==> src/eiotc_map.vh <==
// Constants for the external control port conditioning block
`ifndef EIOTC_MAP_VH
`define EIOTC_MAP_VH
`define EIOTC_CLK_HZ 100000000
`define EIOTC_MS_CYCLES (`EIOTC_CLK_HZ / 1000)
`define EIOTC_TICK_W 17
`define EIOTC_MS_W 9
`define EIOTC_FILT_MS_MIN 9'h001
`define EIOTC_FILT_MS_MAX 9'h1f4
`define EIOTC_PULSE_MS_MIN 9'h001
`define EIOTC_PULSE_MS_MAX 9'h064
`define EIOTC_NCHAN 4
`define EIOTC_NOUT 16
`define EIOTC_NIN 1
`define EIOTC_OUT_EOM 0
`define EIOTC_OUT_ACQ 1
`define EIOTC_OUT_OPEN 2
`define EIOTC_OUT_CC 3
`define EIOTC_OUT_VC 7
`define EIOTC_OUT_ERR 11
`endif

==> src/eiotc_top.v <==
// External control port trigger and result conditioning
`timescale 1ns/10ps
`include "eiotc_map.vh"
// Summary of operation
// - Trigger starts on on-edge or off-edge
// - On-edge is rising for source, falling sink
// - Reset selects on-edge triggering
// - Filter needs trigger held active response time
// - Filter disabled after reset
// - Response time 1 to 500 ms, default 1
// - Normal polarity: contact pass drives active
// - Inverted polarity flips contact and voltage pass
// - Open-correction pass never inverted
// - Contact check disabled forces contact output inactive
// - Hold mode keeps end-of-measurement until trigger
// - Pulse mode drops it after pulse width
// - Pulse width 1 to 100 ms, default 1
// - Test mode forces each output individually
// - Test mode reports live input states
// - Test mode rejects remote commands and queries
// - Active is high for source, low sink
// - Accepted trigger drives end and acquisition inactive
module eiotc_top #(
    parameter MS_CYCLES = `EIOTC_MS_CYCLES,
    parameter NCHAN = `EIOTC_NCHAN
) (
    input wire clk,
    input wire resetn,
    input wire measurement_trigger_in,
    input wire sink_polarity,
    input wire measurement_trigger_in_on_edge_sel_n,
    input wire filter_en,
    input wire [8:0] filter_ms,
    input wire pulse_mode,
    input wire [8:0] pulse_ms,
    input wire pass_invert,
    input wire [NCHAN-1:0] contact_check_en,
    input wire startup_done,
    input wire meas_done,
    input wire acq_done,
    input wire meas_err,
    input wire open_pass,
    input wire [NCHAN-1:0] contact_pass,
    input wire [NCHAN-1:0] volt_pass,
    input wire port_test_en,
    input wire [15:0] test_out_val,
    input wire remote_req,
    output wire remote_accept,
    output wire remote_reject,
    output reg trigger_pulse,
    output reg trigger_in_active,
    output reg [15:0] ext_out_level,
    output reg [15:0] ext_out_active
);
    // Synchroniser: a change counts once the second and third stages agree
    reg measurement_trigger_in_s1_r, measurement_trigger_in_s2_r, measurement_trigger_in_s3_r, measurement_trigger_in_lvl_r;
    always @(posedge clk) begin
        if (!resetn) begin
            // Preset to the idle voltage so no false edge follows reset
            measurement_trigger_in_s1_r <= sink_polarity;
            measurement_trigger_in_s2_r <= sink_polarity;
            measurement_trigger_in_s3_r <= sink_polarity;
        end else begin
            measurement_trigger_in_s1_r <= measurement_trigger_in;
            measurement_trigger_in_s2_r <= measurement_trigger_in_s1_r;
            measurement_trigger_in_s3_r <= measurement_trigger_in_s2_r;
        end
    end
    // Logical state to pin voltage and back: source drives high for active, sink low
    function eiotc_pin;
        input act;
        input sink;
        begin
            eiotc_pin = act ^ sink;
        end
    endfunction

    // Voltage level to logical active: high is active for source, low for sink
    wire measurement_trigger_in_act_now = (measurement_trigger_in_s2_r == measurement_trigger_in_s3_r) ? eiotc_pin(measurement_trigger_in_s2_r, sink_polarity) : measurement_trigger_in_lvl_r;
    reg measurement_trigger_in_prev_r;
    always @(posedge clk) begin
        if (!resetn) begin
            measurement_trigger_in_lvl_r <= 1'b0;
            measurement_trigger_in_prev_r <= 1'b0;
            trigger_in_active <= 1'b0;
        end else begin
            measurement_trigger_in_lvl_r <= measurement_trigger_in_act_now;
            measurement_trigger_in_prev_r <= measurement_trigger_in_lvl_r;
            trigger_in_active <= measurement_trigger_in_lvl_r;
        end
    end
    // Logical edges; polarity already folded into measurement_trigger_in_lvl_r
    wire on_edge = measurement_trigger_in_lvl_r & ~measurement_trigger_in_prev_r;
    wire off_edge = ~measurement_trigger_in_lvl_r & measurement_trigger_in_prev_r;
    // Reset default of the selection port is low, giving on-edge
    wire edge_hit = measurement_trigger_in_on_edge_sel_n ? off_edge : on_edge;

    function [8:0] eiotc_clamp;
        input [8:0] v;
        input [8:0] lo;
        input [8:0] hi;
        begin
            if (v < lo)
                eiotc_clamp = lo;
            else if (v > hi)
                eiotc_clamp = hi;
            else
                eiotc_clamp = v;
        end
    endfunction
    wire [8:0] filt_lim = eiotc_clamp(filter_ms, `EIOTC_FILT_MS_MIN, `EIOTC_FILT_MS_MAX);
    wire [8:0] pulse_lim = eiotc_clamp(pulse_ms, `EIOTC_PULSE_MS_MIN, `EIOTC_PULSE_MS_MAX);

    // True when the trigger is inactive or filtering is off
    function eiotc_drop;
        input en;
        input lvl;
        begin
            eiotc_drop = ~en | ~lvl;
        end
    endfunction

    // Filter: count whole ms while active; restart on any drop
    wire filt_tick;
    wire filt_clear = eiotc_drop(filter_en, measurement_trigger_in_lvl_r);
    eiotc_ms_tick #(.MS_CYCLES(MS_CYCLES), .W(`EIOTC_TICK_W)) u_filt_tick (
        .clk(clk),
        .resetn(resetn),
        .clear(filt_clear),
        .tick(filt_tick)
    );
    localparam [1:0] FLT_IDLE = 2'b00;
    localparam [1:0] FLT_RUN = 2'b01;
    localparam [1:0] FLT_MET = 2'b10;
    localparam [1:0] FLT_DONE = 2'b11;
    reg [1:0] flt_state_r, flt_state_nxt;
    reg [8:0] flt_ms_r, flt_ms_nxt;
    always @* begin
        flt_state_nxt = flt_state_r;
        flt_ms_nxt = flt_ms_r;
        case (flt_state_r)
            FLT_IDLE: begin
                flt_ms_nxt = 9'h000;
                if (!filt_clear) begin
                    flt_state_nxt = FLT_RUN;
                end
            end
            FLT_RUN: begin
                if (filt_clear) begin
                    flt_state_nxt = FLT_IDLE;
                    flt_ms_nxt = 9'h000;
                end else if (flt_ms_r >= filt_lim) begin
                    flt_state_nxt = FLT_MET;
                end else if (filt_tick) begin
                    flt_ms_nxt = flt_ms_r + 9'h001;
                end
            end
            FLT_MET: begin
                if (filt_clear) begin
                    flt_state_nxt = FLT_IDLE;
                end else begin
                    flt_state_nxt = FLT_DONE;
                end
            end
            default: begin
                if (filt_clear) begin
                    flt_state_nxt = FLT_IDLE;
                end
            end
        endcase
    end
    always @(posedge clk) begin
        if (!resetn) begin
            flt_state_r <= FLT_IDLE;
            flt_ms_r <= 9'h000;
        end else begin
            flt_state_r <= flt_state_nxt;
            flt_ms_r <= flt_ms_nxt;
        end
    end
    // Met lasts one cycle; met or done means qualified until release
    wire filt_ok = (flt_state_r == FLT_MET);
    wire filt_pend = filt_ok | (flt_state_r == FLT_DONE);
    reg measurement_trigger_in_accept;
    always @* begin
        if (!filter_en) begin
            measurement_trigger_in_accept = edge_hit;
        end else if (measurement_trigger_in_on_edge_sel_n) begin
            measurement_trigger_in_accept = off_edge & filt_pend;
        end else begin
            measurement_trigger_in_accept = filt_ok;
        end
    end
    always @(posedge clk) begin
        if (!resetn)
            trigger_pulse <= 1'b0;
        else
            trigger_pulse <= measurement_trigger_in_accept & ~port_test_en;
    end

    // End-of-measurement output: boot, off, held, or timed pulse
    localparam [1:0] EOM_BOOT = 2'b00;
    localparam [1:0] EOM_OFF = 2'b01;
    localparam [1:0] EOM_HOLD = 2'b10;
    localparam [1:0] EOM_PULSE = 2'b11;
    reg [1:0] eom_state_r, eom_state_nxt;
    reg [8:0] eom_ms_r, eom_ms_nxt;
    reg acq_r, acq_nxt;
    wire eom_on = (eom_state_r == EOM_HOLD) | (eom_state_r == EOM_PULSE);
    wire eom_tick;
    eiotc_ms_tick #(.MS_CYCLES(MS_CYCLES), .W(`EIOTC_TICK_W)) u_eom_tick (
        .clk(clk),
        .resetn(resetn),
        .clear(eom_state_r != EOM_PULSE),
        .tick(eom_tick)
    );
    always @* begin
        eom_state_nxt = eom_state_r;
        eom_ms_nxt = eom_ms_r;
        acq_nxt = acq_r;
        case (eom_state_r)
            EOM_BOOT: begin
                if (startup_done) begin
                    acq_nxt = 1'b1;
                    eom_ms_nxt = 9'h000;
                    eom_state_nxt = pulse_mode ? EOM_PULSE : EOM_HOLD;
                end
            end
            default: begin
                // A trigger in the same cycle as a finished measurement wins
                if (trigger_pulse) begin
                    acq_nxt = 1'b0;
                    eom_state_nxt = EOM_OFF;
                end else if (meas_done) begin
                    acq_nxt = 1'b1;
                    eom_ms_nxt = 9'h000;
                    eom_state_nxt = pulse_mode ? EOM_PULSE : EOM_HOLD;
                end else begin
                    if (acq_done) begin
                        acq_nxt = 1'b1;
                    end
                    if (eom_state_r == EOM_PULSE && eom_tick) begin
                        if (eom_ms_r + 9'h001 >= pulse_lim) begin
                            eom_state_nxt = EOM_OFF;
                        end else begin
                            eom_ms_nxt = eom_ms_r + 9'h001;
                        end
                    end
                end
            end
        endcase
    end
    always @(posedge clk) begin
        if (!resetn) begin
            eom_state_r <= EOM_BOOT;
            eom_ms_r <= 9'h000;
            acq_r <= 1'b0;
        end else begin
            eom_state_r <= eom_state_nxt;
            eom_ms_r <= eom_ms_nxt;
            acq_r <= acq_nxt;
        end
    end

    // Pass, end, acquisition and error outputs
    wire [NCHAN-1:0] cc_judge = contact_pass & contact_check_en;
    wire [NCHAN-1:0] cc_act = (cc_judge ^ {NCHAN{pass_invert}}) & contact_check_en;
    wire [NCHAN-1:0] vc_act = volt_pass ^ {NCHAN{pass_invert}};
    reg [15:0] norm_act;
    integer ch;
    always @* begin
        norm_act = 16'h0000;
        norm_act[`EIOTC_OUT_EOM] = eom_on;
        norm_act[`EIOTC_OUT_ACQ] = acq_r;
        norm_act[`EIOTC_OUT_OPEN] = open_pass;
        for (ch = 0; ch < NCHAN; ch = ch + 1) begin
            norm_act[`EIOTC_OUT_CC + ch] = cc_act[ch];
            norm_act[`EIOTC_OUT_VC + ch] = vc_act[ch];
        end
        norm_act[`EIOTC_OUT_ERR] = meas_err;
    end

    // Test mode overrides each line individually
    wire [15:0] act_sel = port_test_en ? test_out_val : norm_act;
    reg [15:0] pin_lvl;
    integer ln;
    always @* begin
        pin_lvl = 16'h0000;
        for (ln = 0; ln < `EIOTC_NOUT; ln = ln + 1) begin
            pin_lvl[ln] = eiotc_pin(act_sel[ln], sink_polarity);
        end
    end
    always @(posedge clk) begin
        if (!resetn) begin
            ext_out_active <= 16'h0000;
            ext_out_level <= 16'h0000;
        end else begin
            ext_out_active <= act_sel;
            ext_out_level <= pin_lvl;
        end
    end

    // Remote traffic bounces while port test owns the lines
    assign remote_accept = remote_req & ~port_test_en;
    assign remote_reject = remote_req & port_test_en;
endmodule // eiotc_top

==> src/eiotc_ms_tick.v <==
// Millisecond enable pulse divider
`timescale 1ns/10ps
module eiotc_ms_tick #(
    parameter MS_CYCLES = 100000,
    parameter W = 17
) (
    input wire clk,
    input wire resetn,
    input wire clear,
    output reg tick
);
    localparam [W-1:0] TERM = MS_CYCLES - 1;
    reg [W-1:0] cnt_r;
    always @(posedge clk) begin
        if (!resetn || clear) begin
            cnt_r <= {W{1'b0}};
            tick <= 1'b0;
        end else if (cnt_r == TERM) begin
            cnt_r <= {W{1'b0}};
            tick <= 1'b1;
        end else begin
            cnt_r <= cnt_r + 1'b1;
            tick <= 1'b0;
        end
    end
endmodule // eiotc_ms_tick

==> config.mk <==
export PLATFORM = sky130hd
export DESIGN_NAME = eiotc_top
export DESIGN_NICKNAME = d
export VERILOG_FILES = /design/src/eiotc_top.v /design/src/eiotc_ms_tick.v
export VERILOG_INCLUDE_DIRS = /design/src
export SDC_FILE = /design/constraint.sdc
export NUM_CORES = 1
export LEC_CHECK = 0
export CAP_MARGIN = 10
export CORE_MARGIN = 5
export CORE_UTILIZATION = 57
export DETAILED_ROUTE_END_ITERATION = 8
export DONT_BUFFER_PORTS = 1
export PLACE_DENSITY = 0.73
export SYNTH_ARGS = -nofsm -noshare
export SYNTH_HDL_FRONTEND = slang
export SYNTH_SLANG_ARGS = --single-unit
==> constraint.sdc <==
create_clock -name clk -period 3.8 [get_ports clk]
set_clock_uncertainty 0.15 [all_clocks]
set_input_delay 0.19 -clock clk [delete_from_list [all_inputs] [get_ports clk]]
set_output_delay 0.19 -clock clk [all_outputs]
set_load 0.02 [all_outputs]
**Word level (Yosys, flattened, before mapping)**

Cells that the tools add are included.

- Mux-type cells: 41
- Add/sub/neg operators: 4
- Reductions and logical operators: 19
- Bitwise gates (word level): 34
- Magnitude comparators: 6
- Eq/ne operators: 16

Operators with widths:

| kind | count |
|---|---|
| $mux 9 | 13 |
| $add 17x1->17 const B | 2 |
| $eq 17x17->1 const B | 2 |
| $mux 2 | 11 |
| $add 9x1->9 const B | 2 |
| $ge 9x9->1 | 2 |
| $lt 9x1->1 const B | 2 |
| $pmux 9 s2 | 1 |
| $xor 1x1->1 | 17 |
| $mux 16 | 1 |
| $reduce_bool 4->1 | 4 |
| $mux 1 | 14 |
| $gt 9x7->1 const B | 1 |
| $gt 9x9->1 const B | 1 |
| $ne 3x2->1 const B | 3 |
| $reduce_and 3->1 | 3 |
| $and 4x4->4 | 2 |
| $eq 2x2->1 const B | 4 |
| $xor 4x4->4 | 2 |
| $and 1x1->1 | 6 |
| $ne 2x2->1 const B | 3 |
| $pmux 2 s3 | 1 |
| $logic_not 2->1 | 2 |
| $not 1->1 | 4 |
| 13 further kinds | 17 |

- Bits of input ports: 61
- Flip-flop bits (word level): 97
- Output and inout port bits: 36
- Logic and storage cells: 137

**Logic depth before layout (Yosys ltp)**

- Word-level depth: 9
- Depth in mapped cells: 11

**Hierarchy**

Synthesis repeated with hierarchy kept, for this count alone.

- Cells, all modules: 563
- Area, all modules: 4897.2 um2

Modules (own cells, without submodules):

| module | cells each | seq. area each (um2) | area each (um2) | times used |
|---|---|---|---|---|
| eiotc_top | 387 | 1221.2 | 3313.2 | 1 |
| eiotc_ms_tick | 88 | 360.3 | 792.0 | 2 |

**Least setup slack after synthesis**

No wires, ideal clock.

- Kind: register to register
- From: register eom_ms_r[0]
- To: register eom_ms_r[1]
- Arrival time: 2.707 ns
- Buffers on the path: 0
- Library setup time: 0.073 ns
- Cell stages (with the launch flop): 11
- Data required time: 3.577 ns
- Setup slack: 0.871 ns
- Cell sequence: dfxtp_1 -> ha_1 -> nand3_1 -> or3_1 -> xnor2_1 -> ha_1 -> a21oi_1 -> o21ai_0 -> or2_2 -> o21ai_0 -> mux2i_1

- Cells in the longest elaborated chain, start to end: 6
- Elaborated cells on any way between the ends: 9
- Classes of those cells: 1 x add/sub; 1 x order compare; 1 x eq/ne; 5 x mux; 1 x reduce/logical

Ends and longest elaborated chain:

| what | RTL line | RTL |
|---|---|---|
| start, declared | eiotc_top.v:207 | `reg [8:0] eom_ms_r, eom_ms_nxt;` |
| start signal, assigned | eiotc_top.v:260 | `eom_ms_r <= eom_ms_nxt;` |
| $add 9x1->9 (*) | eiotc_top.v:243, eiotc_top.v:246 |  |
| parallel branches: the longest is 5 deep, another holds $ge 9x9->1 | n/a |  |

Mark *: on every way between the ends. The select of a mux whose other input is x is not followed.
A chain may end at the register's enable or synchronous reset.

**Final worst setup path**

- From: register eom_ms_r[0]
- To: register eom_ms_r[7]

Same word-level chain as after synthesis.

==> flow_summary.toml <==
[route]
drtPass1Iterations = 4
routedWlPerCell_um = 14.5
postRouteAntennaNets = 0
wl_mm = 10.1
avgViaCountPerCell = 5.46
drtIter0Drc = 147
num_vias = 3812
drc_errors = 0

[clock_network]
clock_path_buffers = 2
cts_setup_buffers = 0
ctsRootBufferMaster = "clkbuf_8"
clk_latency_ns = 0.36
cts_sinks = 97
post_cts_resized = 0
cts-buffers-inserted = 9
cts.clk_slew.worst_paths_ns = 0.10
cts_hold_buf = 35
htree_levels = 3
cts_tree = "yes"

[timing]
fin_setup_tns_ns = 0
setup_viol = 0
finalCritPeriodShare_pct = 87.7
tightest_slew_ns = 1.08
period_minus_slack_ns = 3.33
max_freq_mhz = 300
max_slew_margin_pct = 27.7
slew_violations = 0
finalHoldViolCount = 0
hold_slack_ns = 0.0191
rsz0062_at_grt = "false"

[logic_synthesis]
synth-edff-count = 0
synth-compound-area-share_pct = 8.75
avgSynthCellArea_um2 = 8.41
synth.area.top_cells = "dfxtp_1 (42%), nor2_1 (8.7%), xnor2_1 (6.2%)"
synth_top_area_share_pct = 41.5
synth.ff_latch_count = 97
ys_types = 56
syn_inst = 556
synthesis.area_um2 = 4670
synth-xor-area-share_pct = 11.6
synth_fa_ha_area_share_pct = 5.89
ys.flop_type = "dfxtp_1"
synth-simple-area-share_pct = 26.7
synth_top_family_by_area = "simple AND/OR/NAND/NOR gates"
synthMuxAreaShare_pct = 1.95
yosysSeqAreaShare_pct = 41.5
ys_warn_count = 0
async_flop_share_pct = 0
yosysTopAreaCell = "dfxtp_1"

[placement]
dp.cells = 647
post-dp-hpwl_mm = 6.92
io_buffers = 0
gp_congestion = 0.795

[finish]
final_cell_mix = "nor2_1 (108), dfxtp_1 (97), nand2_1 (56), dlygate4sd3_1 (35), xnor2_1 (33)"
final_cell_count_no_fill = 698
antennaDiodeCount = 0
layout_commonest_cell = "nor2_1"
nets = 671
fill_cells = 665
drive_above_1_share_pct = 4.89
fin_util_pct = 65.5
area_growth_pct = 13.4

[worst_setup_path]
arrival_ns = 3.47
cp.required_ns = 3.94
r2r-start = "eom_ms_r[0]$_SDFFE_PN0P_"
path_buf_inv = 0
crit_fanout = 5
path_cells = "ha_1 -> nand3_1 -> nor4_1 -> xor2_1 -> ha_1 -> a21oi_1 -> o21ai_0 -> or2_2 -> o21ai_0 -> mux2i_1"
reg2reg_depth = 10
critical_path.top_delay_family = "simple AND/OR/NAND/NOR gates"
endpoint_kind = "flop"
rrSetupSlack_ns = 0.47
cp-startpoint = "eom_ms_r[0]$_SDFFE_PN0P_"
critical_path_class = "reg2reg"
cp_slowest_cell = "o21ai_0"
rr_endpoint = "eom_ms_r[7]$_SDFFE_PN0P_"
worst_path_largest_cell_delay_ns = 0.49
worstSetupStartpointType = "flop"

[pwr]
totalPowerFinal_mw = 1.98
pwr-share-seq_pct = 56.2
p_clk_share_pct = 35.1
combPwrFrac_pct = 8.7
p_sw_uw = 528
p_sw_share_pct = 26.7
ir_worst_vdd_mv = 0.238
powerDensity_nw_per_um2 = 373
intPower_mw = 1.45
leakagePower_nw = 2.03

[die]
die_y_um = 101
rows = 33
io_pins = 97
dieArea_um2 = 10100
core_area_um2 = 8090
initial_utilization_pct = 57.8
die_x_um = 101

[grt]
grt_usage_pct = 20.7
antenna_found_initial = 0
grt_start_max_net_pins = 25
grt_pass1_vias = 3718
overflow = 0
grt_pass1_wl_mm = 16.9

[worst_hold_path]
whs_path_depth = 2
holdCritStartpoint = "port_test_en"
hp-class = "in2reg"
min_to = "ext_out_active[5]$_SDFF_PN0_"

[flow_run]
maxCapViolations = 0

[run_status]
outcome = "completed"
## synth_stat cells (3+ instances only)
| cell | n |
|---|---|
| xnor2_1 | 33 |
| and3_1 | 11 |
| a221o_1 | 7 |
| dfxtp_1 | 97 |
| o211ai_1 | 6 |
| nand2_1 | 56 |
| nor4_1 | 8 |
| clkbuf_1 | 9 |
| xor2_1 | 29 |
| or3_1 | 3 |
| nand3_1 | 27 |
| a21oi_1 | 19 |
| inv_1 | 22 |
| nor3_1 | 11 |
| mux2i_1 | 8 |
| nor2b_1 | 7 |
| or2_2 | 3 |
| buf_2 | 5 |
| o21ai_0 | 13 |
| a31oi_1 | 3 |
| and2_1 | 7 |
| ha_1 | 22 |
| nor2_1 | 108 |
| nand4_1 | 10 |
## worst max path at each step
stage / end / slack (ns) / cells past startpoint
floorplan: eom_ms_r[1]$_SDFFE_PN0P_ / 0.87 / 10
global placement: eom_ms_r[1]$_SDFFE_PN0P_ / 0.65 / 10
detailed placement: eom_ms_r[1]$_SDFFE_PN0P_ / 0.48 / 10
CTS: eom_ms_r[8]$_SDFFE_PN0P_ / 0.44 / 10
global route: eom_ms_r[8]$_SDFFE_PN0P_ / 0.22 / 10
finish: eom_ms_r[7]$_SDFFE_PN0P_ / 0.47 / 10
## cell families after synthesis
kind of cell | after synthesis
AOI/OAI and AO/OA | 61
buffers and inverters | 39
adders and majority gates | 22
xor gates and xnor gates | 62
and+or+nand+nor | 265
DFF | 97
muxes | 9
other | 1
## layer usage
layer	wire length [µm]	GRT usage, %
met5	0	0
met3	556	6.09
met1	4480	25.7
met4	123	7.15
met2	4940	34.4
## power by group through the flow
stage | clock, mW | sequential [mW] | combinational, mW
finish | 0.694 | 1.11 | 0.173
CTS | 0.712 | 1.11 | 0.169
global placement | 0 | 1.14 | 0.119
floorplan | 0 | 1.12 | 0.119
global route | 0.752 | 1.12 | 0.194
detailed placement | 0 | 1.13 | 0.124
## metrics by stage
stage	area (µm²)	worst slack, ns
global route	5300	0.221
floorplan	4680	0.871
detailed placement	4740	0.484
finish	5300	0.467
global placement	4740	0.652
CTS	5300	0.443
## flip-flops by register name, indices dropped and copies added (netlist names)
name and count:
measurement_trigger_in_prev_r 1, measurement_trigger_in_s3_r 1, flt_ms_r 9, u_eom_tick.tick 1
measurement_trigger_in_lvl_r 1, eom_ms_r 9, measurement_trigger_in_s2_r 1, eom_state_r 2
trigger_pulse 1, u_filt_tick.tick 1, flt_state_r 2, acq_r 1
ext_out_active 16, u_eom_tick.cnt_r 17, ext_out_level 16, u_filt_tick.cnt_r 17
measurement_trigger_in_s1_r 1
## final cells by class
cell class	count	area [µm²]	area share, %
clock inverters	7	82.6	1.56
repair buffers	36	358	6.75
clock buffers	9	124	2.34
flip-flops and latches	97	1940	36.6
multi-input cells	421	2570	48.6
well taps	105	131	2.48
inverters	23	86.3	1.63
(Power assumes the default switching activity.)
